[src/design/ral_pkg.sv]
// Purpose: Shared constants and types for the radiation alarm logic
// Assumes: 125 MHz system clock
// Notes: Register offsets are byte addresses on the plain register port

package ral_pkg;

	// Clock and times
	localparam longint unsigned CLK_HZ = 125_000_000;
	localparam longint unsigned NOCOUNT_TIME_S = 300;
	localparam longint unsigned NOCOUNT_CYC = NOCOUNT_TIME_S * CLK_HZ;
	localparam longint unsigned WDOG_TIME_MS = 1000;
	localparam longint unsigned WDOG_CYC = WDOG_TIME_MS * CLK_HZ / 1000;
	localparam longint unsigned DEBOUNCE_TIME_MS = 20;
	localparam longint unsigned DEBOUNCE_CYC = DEBOUNCE_TIME_MS * CLK_HZ / 1000;
	localparam longint unsigned FLASH_TIME_MS = 250;
	localparam longint unsigned FLASH_CYC = FLASH_TIME_MS * CLK_HZ / 1000;
	localparam int unsigned BOOT_CYC = 3;

	// Register map
	localparam int unsigned ADDR_W = 5;
	localparam logic [4:0] ADDR_HIGH_SP = 5'h00;
	localparam logic [4:0] ADDR_WARN_SP = 5'h04;
	localparam logic [4:0] ADDR_UNDER_SP = 5'h08;
	localparam logic [4:0] ADDR_OVER_SP = 5'h0c;
	localparam logic [4:0] ADDR_DOSE = 5'h10;
	localparam logic [4:0] ADDR_CTRL = 5'h14;
	localparam logic [4:0] ADDR_STATUS = 5'h18;

	// Control fields
	localparam int unsigned CTRL_CHECK_SRC_BIT = 0;
	localparam int unsigned CTRL_WDOG_SVC_BIT = 1;

	// Status fields
	localparam int unsigned ST_HIGH_LSB = 0;
	localparam int unsigned ST_WARN_LSB = 2;
	localparam int unsigned ST_OVER_BIT = 4;
	localparam int unsigned ST_NOCOUNT_BIT = 5;
	localparam int unsigned ST_WDOG_BIT = 6;
	localparam int unsigned ST_ANTIJAM_BIT = 7;
	localparam int unsigned ST_UNDER_BIT = 8;
	localparam int unsigned ST_REJECT_BIT = 9;
	localparam int unsigned ST_JUMPER_LSB = 10;

	// Setpoint reset values
	localparam logic [15:0] HIGH_SP_RST = 16'h8000;
	localparam logic [15:0] WARN_SP_RST = 16'h4000;
	localparam logic [15:0] UNDER_SP_RST = 16'h0001;
	localparam logic [15:0] OVER_SP_RST = 16'hf000;

	localparam int unsigned AL_HIGH = 0;
	localparam int unsigned AL_WARN = 1;

	typedef enum logic [1:0] {
		AL_IDLE = 2'b00,
		AL_FLASH = 2'b01,
		AL_STEADY = 2'b10
	} ral_alarm_state_type;

	typedef enum logic [1:0] {
		BAR_GREEN = 2'b00,
		BAR_AMBER = 2'b01,
		BAR_RED = 2'b10
	} ral_bar_colour_type;

	typedef enum logic [1:0] {
		AO_LIVE = 2'b00,
		AO_ZERO = 2'b01,
		AO_FULL = 2'b10
	} ral_analog_mode_type;

	typedef enum logic [1:0] {
		DISP_LIVE = 2'b00,
		DISP_ZERO = 2'b01,
		DISP_ERROR = 2'b10
	} ral_disp_mode_type;

	typedef struct packed {
		logic reset_manual;
		logic nocount_en;
		logic cs_inhibit;
	} ral_jumper_type;

endpackage

[src/design/ral_alarm_logic.sv]
// Purpose: Alarm annunciation for a digital ratemeter
// Assumes: Jumper pins read high when installed; buttons are raw pins
// Notes: Dose rate and setpoints arrive over the register port
//
// Implementation choices: strobed register access and the register addresses.

`timescale 1ns/100ps
`default_nettype none

module ral_alarm_logic
	import ral_pkg::*;
#(
	parameter int unsigned DOSE_W = 16,
	parameter longint unsigned NOCOUNT_CYCLES = NOCOUNT_CYC,
	parameter longint unsigned WDOG_CYCLES = WDOG_CYC,
	parameter longint unsigned DEBOUNCE_CYCLES = DEBOUNCE_CYC,
	parameter longint unsigned FLASH_CYCLES = FLASH_CYC
) (
	// Clock and reset
	input wire logic clk,
	input wire logic rst_n,
	// Register port
	input wire logic [ADDR_W-1:0] reg_addr,
	input wire logic [31:0] reg_wdata,
	input wire logic reg_wr,
	input wire logic reg_rd,
	output logic [31:0] reg_rdata,
	// Panel and detector pins
	input wire logic ack_btn_n,
	input wire logic enter_btn,
	input wire logic sp_disp_btn,
	input wire logic det_pulse,
	input wire logic antijam_pulse,
	input wire logic antijam_trip,
	// Configuration jumpers
	input wire logic reset_mode_jumper,
	input wire logic no_count_fail_enable_jumper,
	input wire logic check_source_alarm_inhibit_jumper,
	// Relay coils, high in bit 0, warn in bit 1
	output logic [1:0] alarm_coil,
	output logic fail_coil,
	// Indicators
	output logic [1:0] alarm_ind,
	output logic fail_ind,
	output logic range_ind,
	output logic units_ind,
	// Display, bargraph, analog and detector supply
	output ral_bar_colour_type bar_colour,
	output ral_analog_mode_type analog_mode,
	output ral_disp_mode_type disp_mode,
	output logic hv_enable
);

	localparam int unsigned NC_W = 36;
	localparam int unsigned CNT_W = 28;
	localparam int unsigned PIN_N = 9;

	generate
		if (DOSE_W < 1 || DOSE_W > 16)
			$error("DOSE_W must lie in 1..16");
		if (NOCOUNT_CYCLES < 2 || NOCOUNT_CYCLES >= (64'd1 << NC_W))
			$error("NOCOUNT_CYCLES out of range");
		if (WDOG_CYCLES < 2 || WDOG_CYCLES >= (64'd1 << CNT_W))
			$error("WDOG_CYCLES out of range");
		if (DEBOUNCE_CYCLES < 2 || DEBOUNCE_CYCLES >= (64'd1 << CNT_W))
			$error("DEBOUNCE_CYCLES out of range");
		if (FLASH_CYCLES < 2 || FLASH_CYCLES >= (64'd1 << CNT_W))
			$error("FLASH_CYCLES out of range");
	endgenerate

	////////////////////////////////////////////////////////////////////////
	// Pin synchronisers

	logic [PIN_N-1:0] pin_raw;
	logic [PIN_N-1:0] pin_meta_reg;
	logic [PIN_N-1:0] pin_sync_reg;

	// Jumper order follows ral_jumper_type, reset mode in the top bit
	assign pin_raw = {reset_mode_jumper, no_count_fail_enable_jumper,
		check_source_alarm_inhibit_jumper, antijam_trip, antijam_pulse, det_pulse, sp_disp_btn,
		enter_btn, ~ack_btn_n};

	always_ff @(posedge clk or negedge rst_n) begin
		if (!rst_n) begin
			pin_meta_reg <= '0;
			pin_sync_reg <= '0;
		end else begin
			pin_meta_reg <= pin_raw;
			pin_sync_reg <= pin_meta_reg;
		end
	end

	logic ack_s, enter_s, sp_disp_s, det_s, aj_pulse_s, aj_trip_s;
	ral_jumper_type jumper_s;

	assign ack_s = pin_sync_reg[0];
	assign enter_s = pin_sync_reg[1];
	assign sp_disp_s = pin_sync_reg[2];
	assign det_s = pin_sync_reg[3];
	assign aj_pulse_s = pin_sync_reg[4];
	assign aj_trip_s = pin_sync_reg[5];
	assign jumper_s = pin_sync_reg[8:6];

	////////////////////////////////////////////////////////////////////////
	// Jumper capture after reset release

	logic [1:0] boot_cnt_reg;
	logic jumpers_taken_reg;
	ral_jumper_type jumpers_reg;

	// Wait until the synchronisers hold real pin levels before sampling
	always_ff @(posedge clk or negedge rst_n) begin
		if (!rst_n) begin
			boot_cnt_reg <= '0;
			jumpers_taken_reg <= 1'b0;
			jumpers_reg <= '0;
		end else if (!jumpers_taken_reg) begin
			boot_cnt_reg <= boot_cnt_reg + 2'(1);
			if (boot_cnt_reg == 2'(BOOT_CYC)) begin
				jumpers_taken_reg <= 1'b1;
				jumpers_reg <= jumper_s;
			end
		end
	end

	////////////////////////////////////////////////////////////////////////
	// Acknowledge debounce

	logic [CNT_W-1:0] db_cnt_reg;
	logic ack_clean_reg;
	logic ack_evt_reg;

	always_ff @(posedge clk or negedge rst_n) begin
		if (!rst_n) begin
			db_cnt_reg <= '0;
			ack_clean_reg <= 1'b0;
			ack_evt_reg <= 1'b0;
		end else begin
			ack_evt_reg <= 1'b0;
			if (ack_s == ack_clean_reg) begin
				db_cnt_reg <= '0;
			end else if (db_cnt_reg == CNT_W'(DEBOUNCE_CYCLES - 1)) begin
				db_cnt_reg <= '0;
				ack_clean_reg <= ack_s;
				ack_evt_reg <= ack_s;
			end else begin
				db_cnt_reg <= db_cnt_reg + CNT_W'(1);
			end
		end
	end

	////////////////////////////////////////////////////////////////////////
	// Register file

	logic [DOSE_W-1:0] high_sp_reg, warn_sp_reg, under_sp_reg, over_sp_reg;
	logic [DOSE_W-1:0] dose_reg;
	logic check_src_reg;
	logic sp_reject_reg;
	logic wdog_svc;
	logic [DOSE_W-1:0] wr_val;

	assign wr_val = reg_wdata[DOSE_W-1:0];
	assign wdog_svc = reg_wr && reg_addr == ADDR_CTRL && reg_wdata[CTRL_WDOG_SVC_BIT];

	always_ff @(posedge clk or negedge rst_n) begin
		if (!rst_n) begin
			high_sp_reg <= HIGH_SP_RST[DOSE_W-1:0];
			warn_sp_reg <= WARN_SP_RST[DOSE_W-1:0];
			under_sp_reg <= UNDER_SP_RST[DOSE_W-1:0];
			over_sp_reg <= OVER_SP_RST[DOSE_W-1:0];
			dose_reg <= '0;
			check_src_reg <= 1'b0;
			sp_reject_reg <= 1'b0;
		end else if (reg_wr) begin
			unique case (reg_addr)
				ADDR_HIGH_SP: begin
					sp_reject_reg <= wr_val < warn_sp_reg;
					if (wr_val >= warn_sp_reg)
						high_sp_reg <= wr_val;
				end
				ADDR_WARN_SP: begin
					sp_reject_reg <= wr_val > high_sp_reg;
					if (wr_val <= high_sp_reg)
						warn_sp_reg <= wr_val;
				end
				ADDR_UNDER_SP: under_sp_reg <= wr_val;
				ADDR_OVER_SP: over_sp_reg <= wr_val;
				ADDR_DOSE: dose_reg <= wr_val;
				ADDR_CTRL: check_src_reg <= reg_wdata[CTRL_CHECK_SRC_BIT];
				default: ;
			endcase
		end
	end

	////////////////////////////////////////////////////////////////////////
	// Failure detection

	logic det_d_reg;
	logic [NC_W-1:0] nc_cnt_reg;
	logic nc_fail_reg;
	logic [CNT_W-1:0] wd_cnt_reg;
	logic wd_fail_reg;
	logic aj_latched_reg;
	logic fail_now;

	always_ff @(posedge clk or negedge rst_n) begin
		if (!rst_n) begin
			det_d_reg <= 1'b0;
			nc_cnt_reg <= '0;
			nc_fail_reg <= 1'b0;
		end else begin
			det_d_reg <= det_s;
			if (det_s && !det_d_reg)
				nc_cnt_reg <= '0;
			else if (nc_cnt_reg != NC_W'(NOCOUNT_CYCLES - 1))
				nc_cnt_reg <= nc_cnt_reg + NC_W'(1);
			nc_fail_reg <= jumpers_reg.nocount_en && !(det_s && !det_d_reg) &&
				nc_cnt_reg == NC_W'(NOCOUNT_CYCLES - 1);
		end
	end

	// Servicing restarts the timer, so the fail clears by itself
	always_ff @(posedge clk or negedge rst_n) begin
		if (!rst_n) begin
			wd_cnt_reg <= '0;
			wd_fail_reg <= 1'b0;
		end else begin
			if (wdog_svc)
				wd_cnt_reg <= '0;
			else if (wd_cnt_reg != CNT_W'(WDOG_CYCLES - 1))
				wd_cnt_reg <= wd_cnt_reg + CNT_W'(1);
			wd_fail_reg <= !wdog_svc && wd_cnt_reg == CNT_W'(WDOG_CYCLES - 1);
		end
	end

	// Only a reset clears the trip, standing in for the power cycle
	always_ff @(posedge clk or negedge rst_n) begin
		if (!rst_n)
			aj_latched_reg <= 1'b0;
		else if (aj_trip_s)
			aj_latched_reg <= 1'b1;
	end

	assign fail_now = nc_fail_reg || wd_fail_reg || aj_latched_reg;

	////////////////////////////////////////////////////////////////////////
	// Range conditions

	logic under_cond, over_cond;
	logic over_alarm_reg;
	logic enter_d_reg;
	logic units_reg;

	assign under_cond = dose_reg < under_sp_reg;
	assign over_cond = dose_reg >= over_sp_reg || aj_pulse_s;

	// Set wins over the acknowledge clear
	always_ff @(posedge clk or negedge rst_n) begin
		if (!rst_n)
			over_alarm_reg <= 1'b0;
		else if (over_cond)
			over_alarm_reg <= 1'b1;
		else if (ack_evt_reg)
			over_alarm_reg <= 1'b0;
	end

	always_ff @(posedge clk or negedge rst_n) begin
		if (!rst_n) begin
			enter_d_reg <= 1'b0;
			units_reg <= 1'b0;
		end else begin
			enter_d_reg <= enter_s;
			if (over_alarm_reg && sp_disp_s)
				units_reg <= 1'b1;
			else if (enter_s && !enter_d_reg)
				units_reg <= 1'b0;
		end
	end

	////////////////////////////////////////////////////////////////////////
	// High and warn alarm machines

	ral_alarm_state_type al_state [2];
	logic [DOSE_W-1:0] al_sp [2];
	logic [1:0] al_cond;
	logic al_inhibit;

	assign al_sp[AL_HIGH] = high_sp_reg;
	assign al_sp[AL_WARN] = warn_sp_reg;
	assign al_inhibit = !jumpers_taken_reg || (check_src_reg && jumpers_reg.cs_inhibit);

	genvar gi;
	generate
		for (gi = 0; gi < 2; gi++) begin : g_alarm
			assign al_cond[gi] = dose_reg >= al_sp[gi] || over_alarm_reg;

			// Frozen while inhibited, so an existing alarm is held
			always_ff @(posedge clk or negedge rst_n) begin
				if (!rst_n) begin
					al_state[gi] <= AL_IDLE;
				end else if (!al_inhibit) begin
					unique case (al_state[gi])
						AL_IDLE: begin
							if (al_cond[gi])
								al_state[gi] <= jumpers_reg.reset_manual ? AL_FLASH : AL_STEADY;
						end
						AL_FLASH: begin
							if (ack_evt_reg)
								al_state[gi] <= al_cond[gi] ? AL_STEADY : AL_IDLE;
						end
						AL_STEADY: begin
							if (!al_cond[gi])
								al_state[gi] <= AL_IDLE;
						end
						default: al_state[gi] <= AL_IDLE;
					endcase
				end
			end
		end
	endgenerate

	////////////////////////////////////////////////////////////////////////
	// Flash timebase

	logic [CNT_W-1:0] flash_cnt_reg;
	logic flash_reg;

	always_ff @(posedge clk or negedge rst_n) begin
		if (!rst_n) begin
			flash_cnt_reg <= '0;
			flash_reg <= 1'b0;
		end else if (flash_cnt_reg == CNT_W'(FLASH_CYCLES - 1)) begin
			flash_cnt_reg <= '0;
			flash_reg <= ~flash_reg;
		end else begin
			flash_cnt_reg <= flash_cnt_reg + CNT_W'(1);
		end
	end

	////////////////////////////////////////////////////////////////////////
	// Output stage

	logic [1:0] alarm_coil_reg, alarm_ind_reg;
	logic fail_coil_reg, fail_ind_reg, range_ind_reg, hv_enable_reg;
	ral_bar_colour_type bar_colour_reg;
	ral_analog_mode_type analog_mode_reg;
	ral_disp_mode_type disp_mode_reg;

	always_ff @(posedge clk or negedge rst_n) begin
		if (!rst_n) begin
			alarm_coil_reg <= 2'b11;
			alarm_ind_reg <= 2'b00;
		end else begin
			for (int i = 0; i < 2; i++) begin
				alarm_coil_reg[i] <= al_state[i] == AL_IDLE;
				alarm_ind_reg[i] <= al_state[i] == AL_STEADY ||
					(al_state[i] == AL_FLASH && flash_reg);
			end
		end
	end

	always_ff @(posedge clk or negedge rst_n) begin
		if (!rst_n) begin
			fail_coil_reg <= 1'b1;
			fail_ind_reg <= 1'b0;
			hv_enable_reg <= 1'b1;
		end else begin
			fail_coil_reg <= !fail_now;
			fail_ind_reg <= fail_now;
			hv_enable_reg <= !aj_latched_reg;
		end
	end

	// Check source also pulls the analog output to its low scale, except while an overrange alarm holds it at full scale
	always_ff @(posedge clk or negedge rst_n) begin
		if (!rst_n) begin
			range_ind_reg <= 1'b0;
			bar_colour_reg <= BAR_GREEN;
			analog_mode_reg <= AO_LIVE;
			disp_mode_reg <= DISP_LIVE;
		end else begin
			range_ind_reg <= under_cond || over_alarm_reg;
			if (over_alarm_reg || al_state[AL_HIGH] != AL_IDLE)
				bar_colour_reg <= BAR_RED;
			else if (al_state[AL_WARN] != AL_IDLE)
				bar_colour_reg <= BAR_AMBER;
			else
				bar_colour_reg <= BAR_GREEN;
			if (over_alarm_reg) begin
				analog_mode_reg <= AO_FULL;
				disp_mode_reg <= DISP_ERROR;
			end else if (under_cond) begin
				analog_mode_reg <= AO_ZERO;
				disp_mode_reg <= DISP_ZERO;
			end else begin
				analog_mode_reg <= check_src_reg ? AO_ZERO : AO_LIVE;
				disp_mode_reg <= DISP_LIVE;
			end
		end
	end

	////////////////////////////////////////////////////////////////////////
	// Read port

	logic [31:0] status_word, rd_val;
	logic [31:0] rdata_reg;

	always_comb begin
		status_word = '0;
		status_word[ST_HIGH_LSB +: 2] = al_state[AL_HIGH];
		status_word[ST_WARN_LSB +: 2] = al_state[AL_WARN];
		status_word[ST_OVER_BIT] = over_alarm_reg;
		status_word[ST_NOCOUNT_BIT] = nc_fail_reg;
		status_word[ST_WDOG_BIT] = wd_fail_reg;
		status_word[ST_ANTIJAM_BIT] = aj_latched_reg;
		status_word[ST_UNDER_BIT] = under_cond;
		status_word[ST_REJECT_BIT] = sp_reject_reg;
		status_word[ST_JUMPER_LSB +: 3] = jumpers_reg;
	end

	always_comb begin
		unique case (reg_addr)
			ADDR_HIGH_SP: rd_val = 32'(high_sp_reg);
			ADDR_WARN_SP: rd_val = 32'(warn_sp_reg);
			ADDR_UNDER_SP: rd_val = 32'(under_sp_reg);
			ADDR_OVER_SP: rd_val = 32'(over_sp_reg);
			ADDR_DOSE: rd_val = 32'(dose_reg);
			ADDR_CTRL: rd_val = 32'(check_src_reg);
			ADDR_STATUS: rd_val = status_word;
			default: rd_val = 32'h0000_0000;
		endcase
	end

	always_ff @(posedge clk or negedge rst_n) begin
		if (!rst_n)
			rdata_reg <= 32'h0000_0000;
		else
			rdata_reg <= reg_rd ? rd_val : 32'h0000_0000;
	end

	assign reg_rdata = rdata_reg;
	assign alarm_coil = alarm_coil_reg;
	assign alarm_ind = alarm_ind_reg;
	assign fail_coil = fail_coil_reg;
	assign fail_ind = fail_ind_reg;
	assign range_ind = range_ind_reg;
	assign units_ind = units_reg;
	assign bar_colour = bar_colour_reg;
	assign analog_mode = analog_mode_reg;
	assign disp_mode = disp_mode_reg;
	assign hv_enable = hv_enable_reg;

	////////////////////////////////////////////////////////////////////////
	// Assertions

	a_high_trip_fsm: assert property (@(posedge clk) disable iff (!rst_n)
		(!al_inhibit && al_state[AL_HIGH] == AL_IDLE && al_cond[AL_HIGH]) |=>
		al_state[AL_HIGH] != AL_IDLE)
		else $error("high alarm failed to trip");

	a_auto_steady: assert property (@(posedge clk) disable iff (!rst_n)
		!jumpers_reg.reset_manual |-> al_state[AL_WARN] != AL_FLASH)
		else $error("auto reset alarm flashed");

	a_coil_follow: assert property (@(posedge clk) disable iff (!rst_n)
		(al_state[AL_HIGH] != AL_IDLE) |=> !alarm_coil[AL_HIGH] && bar_colour == BAR_RED)
		else $error("high coil energized while alarmed");

	a_inhibit_hold: assert property (@(posedge clk) disable iff (!rst_n)
		al_inhibit |=> $stable(al_state[AL_WARN]) && $stable(al_state[AL_HIGH]))
		else $error("alarm moved while inhibited");

	a_over_sticky: assert property (@(posedge clk) disable iff (!rst_n)
		(over_alarm_reg && !ack_evt_reg) |=> over_alarm_reg)
		else $error("overrange cleared without acknowledge");

	a_nocount_gate: assert property (@(posedge clk) disable iff (!rst_n)
		nc_fail_reg |-> jumpers_reg.nocount_en)
		else $error("no-count fail while disabled");

	a_antijam_hv: assert property (@(posedge clk) disable iff (!rst_n)
		aj_latched_reg |=> !hv_enable && fail_ind ##1 !hv_enable && !fail_coil)
		else $error("anti-jam trip left supply on");

	a_sp_reject: assert property (@(posedge clk) disable iff (!rst_n)
		(reg_wr && reg_addr == ADDR_HIGH_SP && wr_val < warn_sp_reg) |=>
		$stable(high_sp_reg) && sp_reject_reg)
		else $error("bad high setpoint accepted");

	a_range_lamp: assert property (@(posedge clk) disable iff (!rst_n)
		over_alarm_reg |=> range_ind && disp_mode == DISP_ERROR && analog_mode == AO_FULL)
		else $error("overrange outputs wrong");

	a_ack_single: assert property (@(posedge clk) disable iff (!rst_n)
		ack_evt_reg |=> !ack_evt_reg [*2])
		else $error("acknowledge repeated");

	a_jumper_frozen: assert property (@(posedge clk) disable iff (!rst_n)
		jumpers_taken_reg |=> $stable(jumpers_reg))
		else $error("jumpers changed after power-up");

endmodule

`default_nettype wire

[config.mk]
export PLATFORM = sky130hd
export DESIGN_NAME = ral_alarm_logic
export DESIGN_NICKNAME = d
export VERILOG_FILES = /design/src/design/ral_pkg.sv /design/src/design/ral_alarm_logic.sv
export SDC_FILE = /design/constraint.sdc
export NUM_CORES = 1
export LEC_CHECK = 0
export ABC_AREA = 1
export ABC_CLOCK_PERIOD_IN_PS = 2200
export BUFFER_PORTS_ARGS = -buffer_cell sky130_fd_sc_hd__buf_4
export CAP_MARGIN = 5
export CORE_UTILIZATION = 40
export CTS_BUF_LIST = sky130_fd_sc_hd__clkbuf_8
export DETAILED_ROUTE_END_ITERATION = 10
export GPL_TIMING_DRIVEN = 0
export PLACE_DENSITY = 0.57
export SETUP_SLACK_MARGIN = 0.02
export SYNTH_ARGS = -nofsm -noshare
export SYNTH_HDL_FRONTEND = slang
export SYNTH_SLANG_ARGS = --single-unit
[constraint.sdc]
create_clock -name clk -period 2.2 [get_ports clk]
set_input_delay 0.33 -clock clk [delete_from_list [all_inputs] [get_ports clk]]
set_output_delay 0.33 -clock clk [all_outputs]
set_load 0.005 [all_outputs]
==> impl_metrics.json <==
{
  "fin_nets": 2287,
  "vias": 13397,
  "async_reset_ff_share_pct": 100.0,
  "worstPathRequired_ps": 2710,
  "portBuffers": 64,
  "endpoint_kind": "flop",
  "p_seq_share_pct": 42.7,
  "drt-initial-drc-count": 924,
  "min_delay_path_depth": 4,
  "worst-path-stages": 9,
  "avgRoutedWirePerCell_um": 16.13,
  "fp.dieW_um": 199.1,
  "worstMarginPinSlew_ps": 714.8,
  "cp_max_fo": 10,
  "clk_path_buf_depth": 3,
  "yosysWarnings": 0,
  "cts_tree": "built",
  "grt.total_usage_pct": 22.83,
  "fmax_ghz": 0.4705,
  "root_buffer": "clkbuf_8",
  "min_period_over_period_pct": 96.60,
  "grt_pass1_vias": 13193,
  "rsz0062_at_grt": "no",
  "wirelength_um": 43340,
  "synth_edf_count": 0,
  "grt_pass1_wl_um": 69870,
  "crit_path_start_kind": "flop",
  "final-setup-viol-count": 0,
  "synth_area_leaders": "dfrtp_1 42%, nand2_1 11%, ha_1 8.1%",
  "hpwl_um": 32090,
  "ys_ff_latch": 269,
  "pre_cts_ws_ps": -401.0,
  "slew_headroom_pct": 52.34,
  "grt-busiest-layer": "met2",
  "yosysSeqAreaShare_pct": 43.42,
  "drt.antenna.violating_nets": 0,
  "avgSynthCellArea_sq_um": 7.866,
  "drv_slew": 0,
  "antenna_cells": 0,
  "synth.most_common_cell": "nand2_1",
  "synth_common_cells": "460 x nand2_1, 269 x inv_1, 258 x dfrtp_1",
  "ios": 97,
  "cp.buffers_inverters": 2,
  "globalRouteMet2Util_pct": 36.59,
  "globalplace.congestion": 0.9015,
  "crit_family": "simple AND/OR/NAND/NOR gates",
  "grt_overflow": 0,
  "clock_skew_ps": 23.33,
  "ir_drop_uv": 465.3,
  "cts.clk_slew.worst_paths_ps": 60,
  "synth_area_leader_cell": "dfrtp_1",
  "setup_slack_ps": 74.75,
  "synth_area_sq_um": 15530,
  "fp.dieH_um": 199.1,
  "power_frac_comb_pct": 21.5,
  "critPathKind": "reg2reg",
  "die-area_sq_um": 39630,
  "reg2regPathDepth": 9,
  "status": "finished, final reports clean",
  "final_cells": 2687,
  "gr-usage-met3_pct": 4.253,
  "synth_cells": 1975,
  "drc": 0,
  "placedCellCount": 2567,
  "path_cells": "inv_1, ha_1, a21oi_1, o21ai_0, nor2_2, nand3_4, buf_4, nand3_1, nand2_1",
  "pwr-share-clk_pct": 35.8,
  "antenna_found_initial": 0,
  "avgViaCountPerCell": 4.986,
  "cts_max_level": 2,
  "powerDensity_nw_per_um2": 763.2,
  "core_sq_um": 37930,
  "hold_viol_final": 0,
  "switchingPower_w": 0.004482,
  "stdcell_area_sq_um": 18200,
  "hold_class": "in2reg",
  "critical_path_arrival_ps": 2630,
  "syn_to_final_growth_pct": 17.16,
  "use_met1_pct": 30.47,
  "min_period_ps": 2125,
  "clkLatencyLatePin_ps": 630,
  "cts_made_buffers": 48,
  "p_int_w": 0.009409,
  "leakage_nw": 8.746,
  "num_rows": 71,
  "grt_max_degree": 110,
  "slowest_delay_ps": 420,
  "nFillCells": 3753,
  "swShare_pct": 32.27,
  "ys.flop_type": "dfrtp_1",
  "critPathSlowestCell": "dfrtp_1",
  "largest_reg_flops": 36,
  "initial_core_util_pct": 40.95,
  "cap_violations": 0,
  "ys_types": 52,
  "place_area_sq_um": 16770,
  "synth_top_area_share_pct": 41.56,
  "cts.sinks": 269,
  "drive_gt1_share_pct": 11.90,
  "dr.pass1.iters": 5,
  "hold_ws_ps": 128.7
}
-- metrics by stage --
step                      power (W)  util [%]  TNS [ps]
after floorplan            0.007835         -         0
after global placement     0.008792     44.05   -416870
after detailed placement   0.008878     44.22     -6977
after CTS                   0.01405     47.88         0
after global routing        0.01481     47.98         0
final                       0.01389     47.98         0
-- metal layers --
layer	vias up	wire, um
met3	101	2404
li1	6690	-
met5	-	0
met4	0	1490
met1	6275	19730
met2	331	19710
-- cells in the final DEF (no fill, tap or decap), types with 4 or more instances in the layout --
master	count
a21oi_1	77
a31oi_1	7
buf_2	7
buf_4	87
clkbuf_1	19
clkbuf_8	63
clkinv_2	10
conb_1	16
dfrtp_1	258
dfstp_2	11
dlygate4sd3_1	27
ha_1	98
inv_1	280
inv_2	8
nand2_1	458
nand2_2	5
nand2_4	5
nand3_1	116
nand3_2	4
nand4_1	42
nor2_1	229
nor2_2	9
nor2_4	16
nor3_1	61
nor4_1	17
o21a_1	5
o21ai_0	92
o21ai_1	4
o22ai_1	17
or2_2	7
xnor2_1	15
xor2_1	52
-- power groups by stage --
stage	combinational, W	sequential [W]	clock (W)
3_5_place_dp	0.00288	0.00600	0
5_1_grt	0.00346	0.00599	0.00536
6_report	0.00299	0.00593	0.00498
2_1_floorplan	0.00197	0.00586	0
3_3_place_gp	0.00280	0.00599	0
4_1_cts	0.00298	0.00592	0.00515
-- timing repair --
item	in CTS	in global routing
pin swaps	7	4
setup buffers	3	1
hold buffers	27	0
setup endpoints to repair	27	41
gates resized for setup	17	9
gates cloned	1	0
hold endpoints to repair	95	0
-- tightest hold or removal path, cell delays in order --
cell and delay, ps:
buf_4 120, nand2_1 130, nand2_1 80, o21ai_0 80
-- area by class of cell --
| class | instances | area [sq um] | share of cell area (%) |
|---|---|---|---|
| repair buffers | 98 | 850.8 | 4.675 |
| well taps | 511 | 639.4 | 3.513 |
| flip-flops and latches | 269 | 6745 | 37.06 |
| plain buffers | 48 | 275.3 | 1.512 |
| clock inverters | 26 | 170.2 | 0.9350 |
| multi-input cells | 1396 | 7616 | 41.85 |
| clock buffers | 63 | 867.1 | 4.764 |
| inverters | 276 | 1036 | 5.692 |
-- cell families (layout without fill, tap and decap cells) --
kind of cell / count (synthesis) / count (layout) / share of synthesized area, %
xor gates and xnor gates: 67 / 67 / 3.777
buffers and inverters: 325 / 511 / 8.409
and+or+nand+nor: 992 / 992 / 28.54
AOI/OAI and AO/OA: 221 / 221 / 7.772
other: 1 / 16 / 0.02414
adders and majority gates: 100 / 100 / 8.054
DFF: 269 / 269 / 43.42
-- path summary, 6_finish.rpt --
path / from / to / slack, ps
max: warn_sp_reg[15] / high_sp_reg[11] / 70
min: reg_wr / over_sp_reg[15] / 130
max reg2reg: warn_sp_reg[15] / high_sp_reg[11] / 70
min reg2reg: pin_meta_reg[3] / pin_sync_reg[3] / 340
max in group asynchronous: rst_n / db_cnt_reg[20] / 1010
min in group asynchronous: rst_n / warn_sp_reg[5] / 220
No activity file was read; power rests on OpenSTA's default activity.
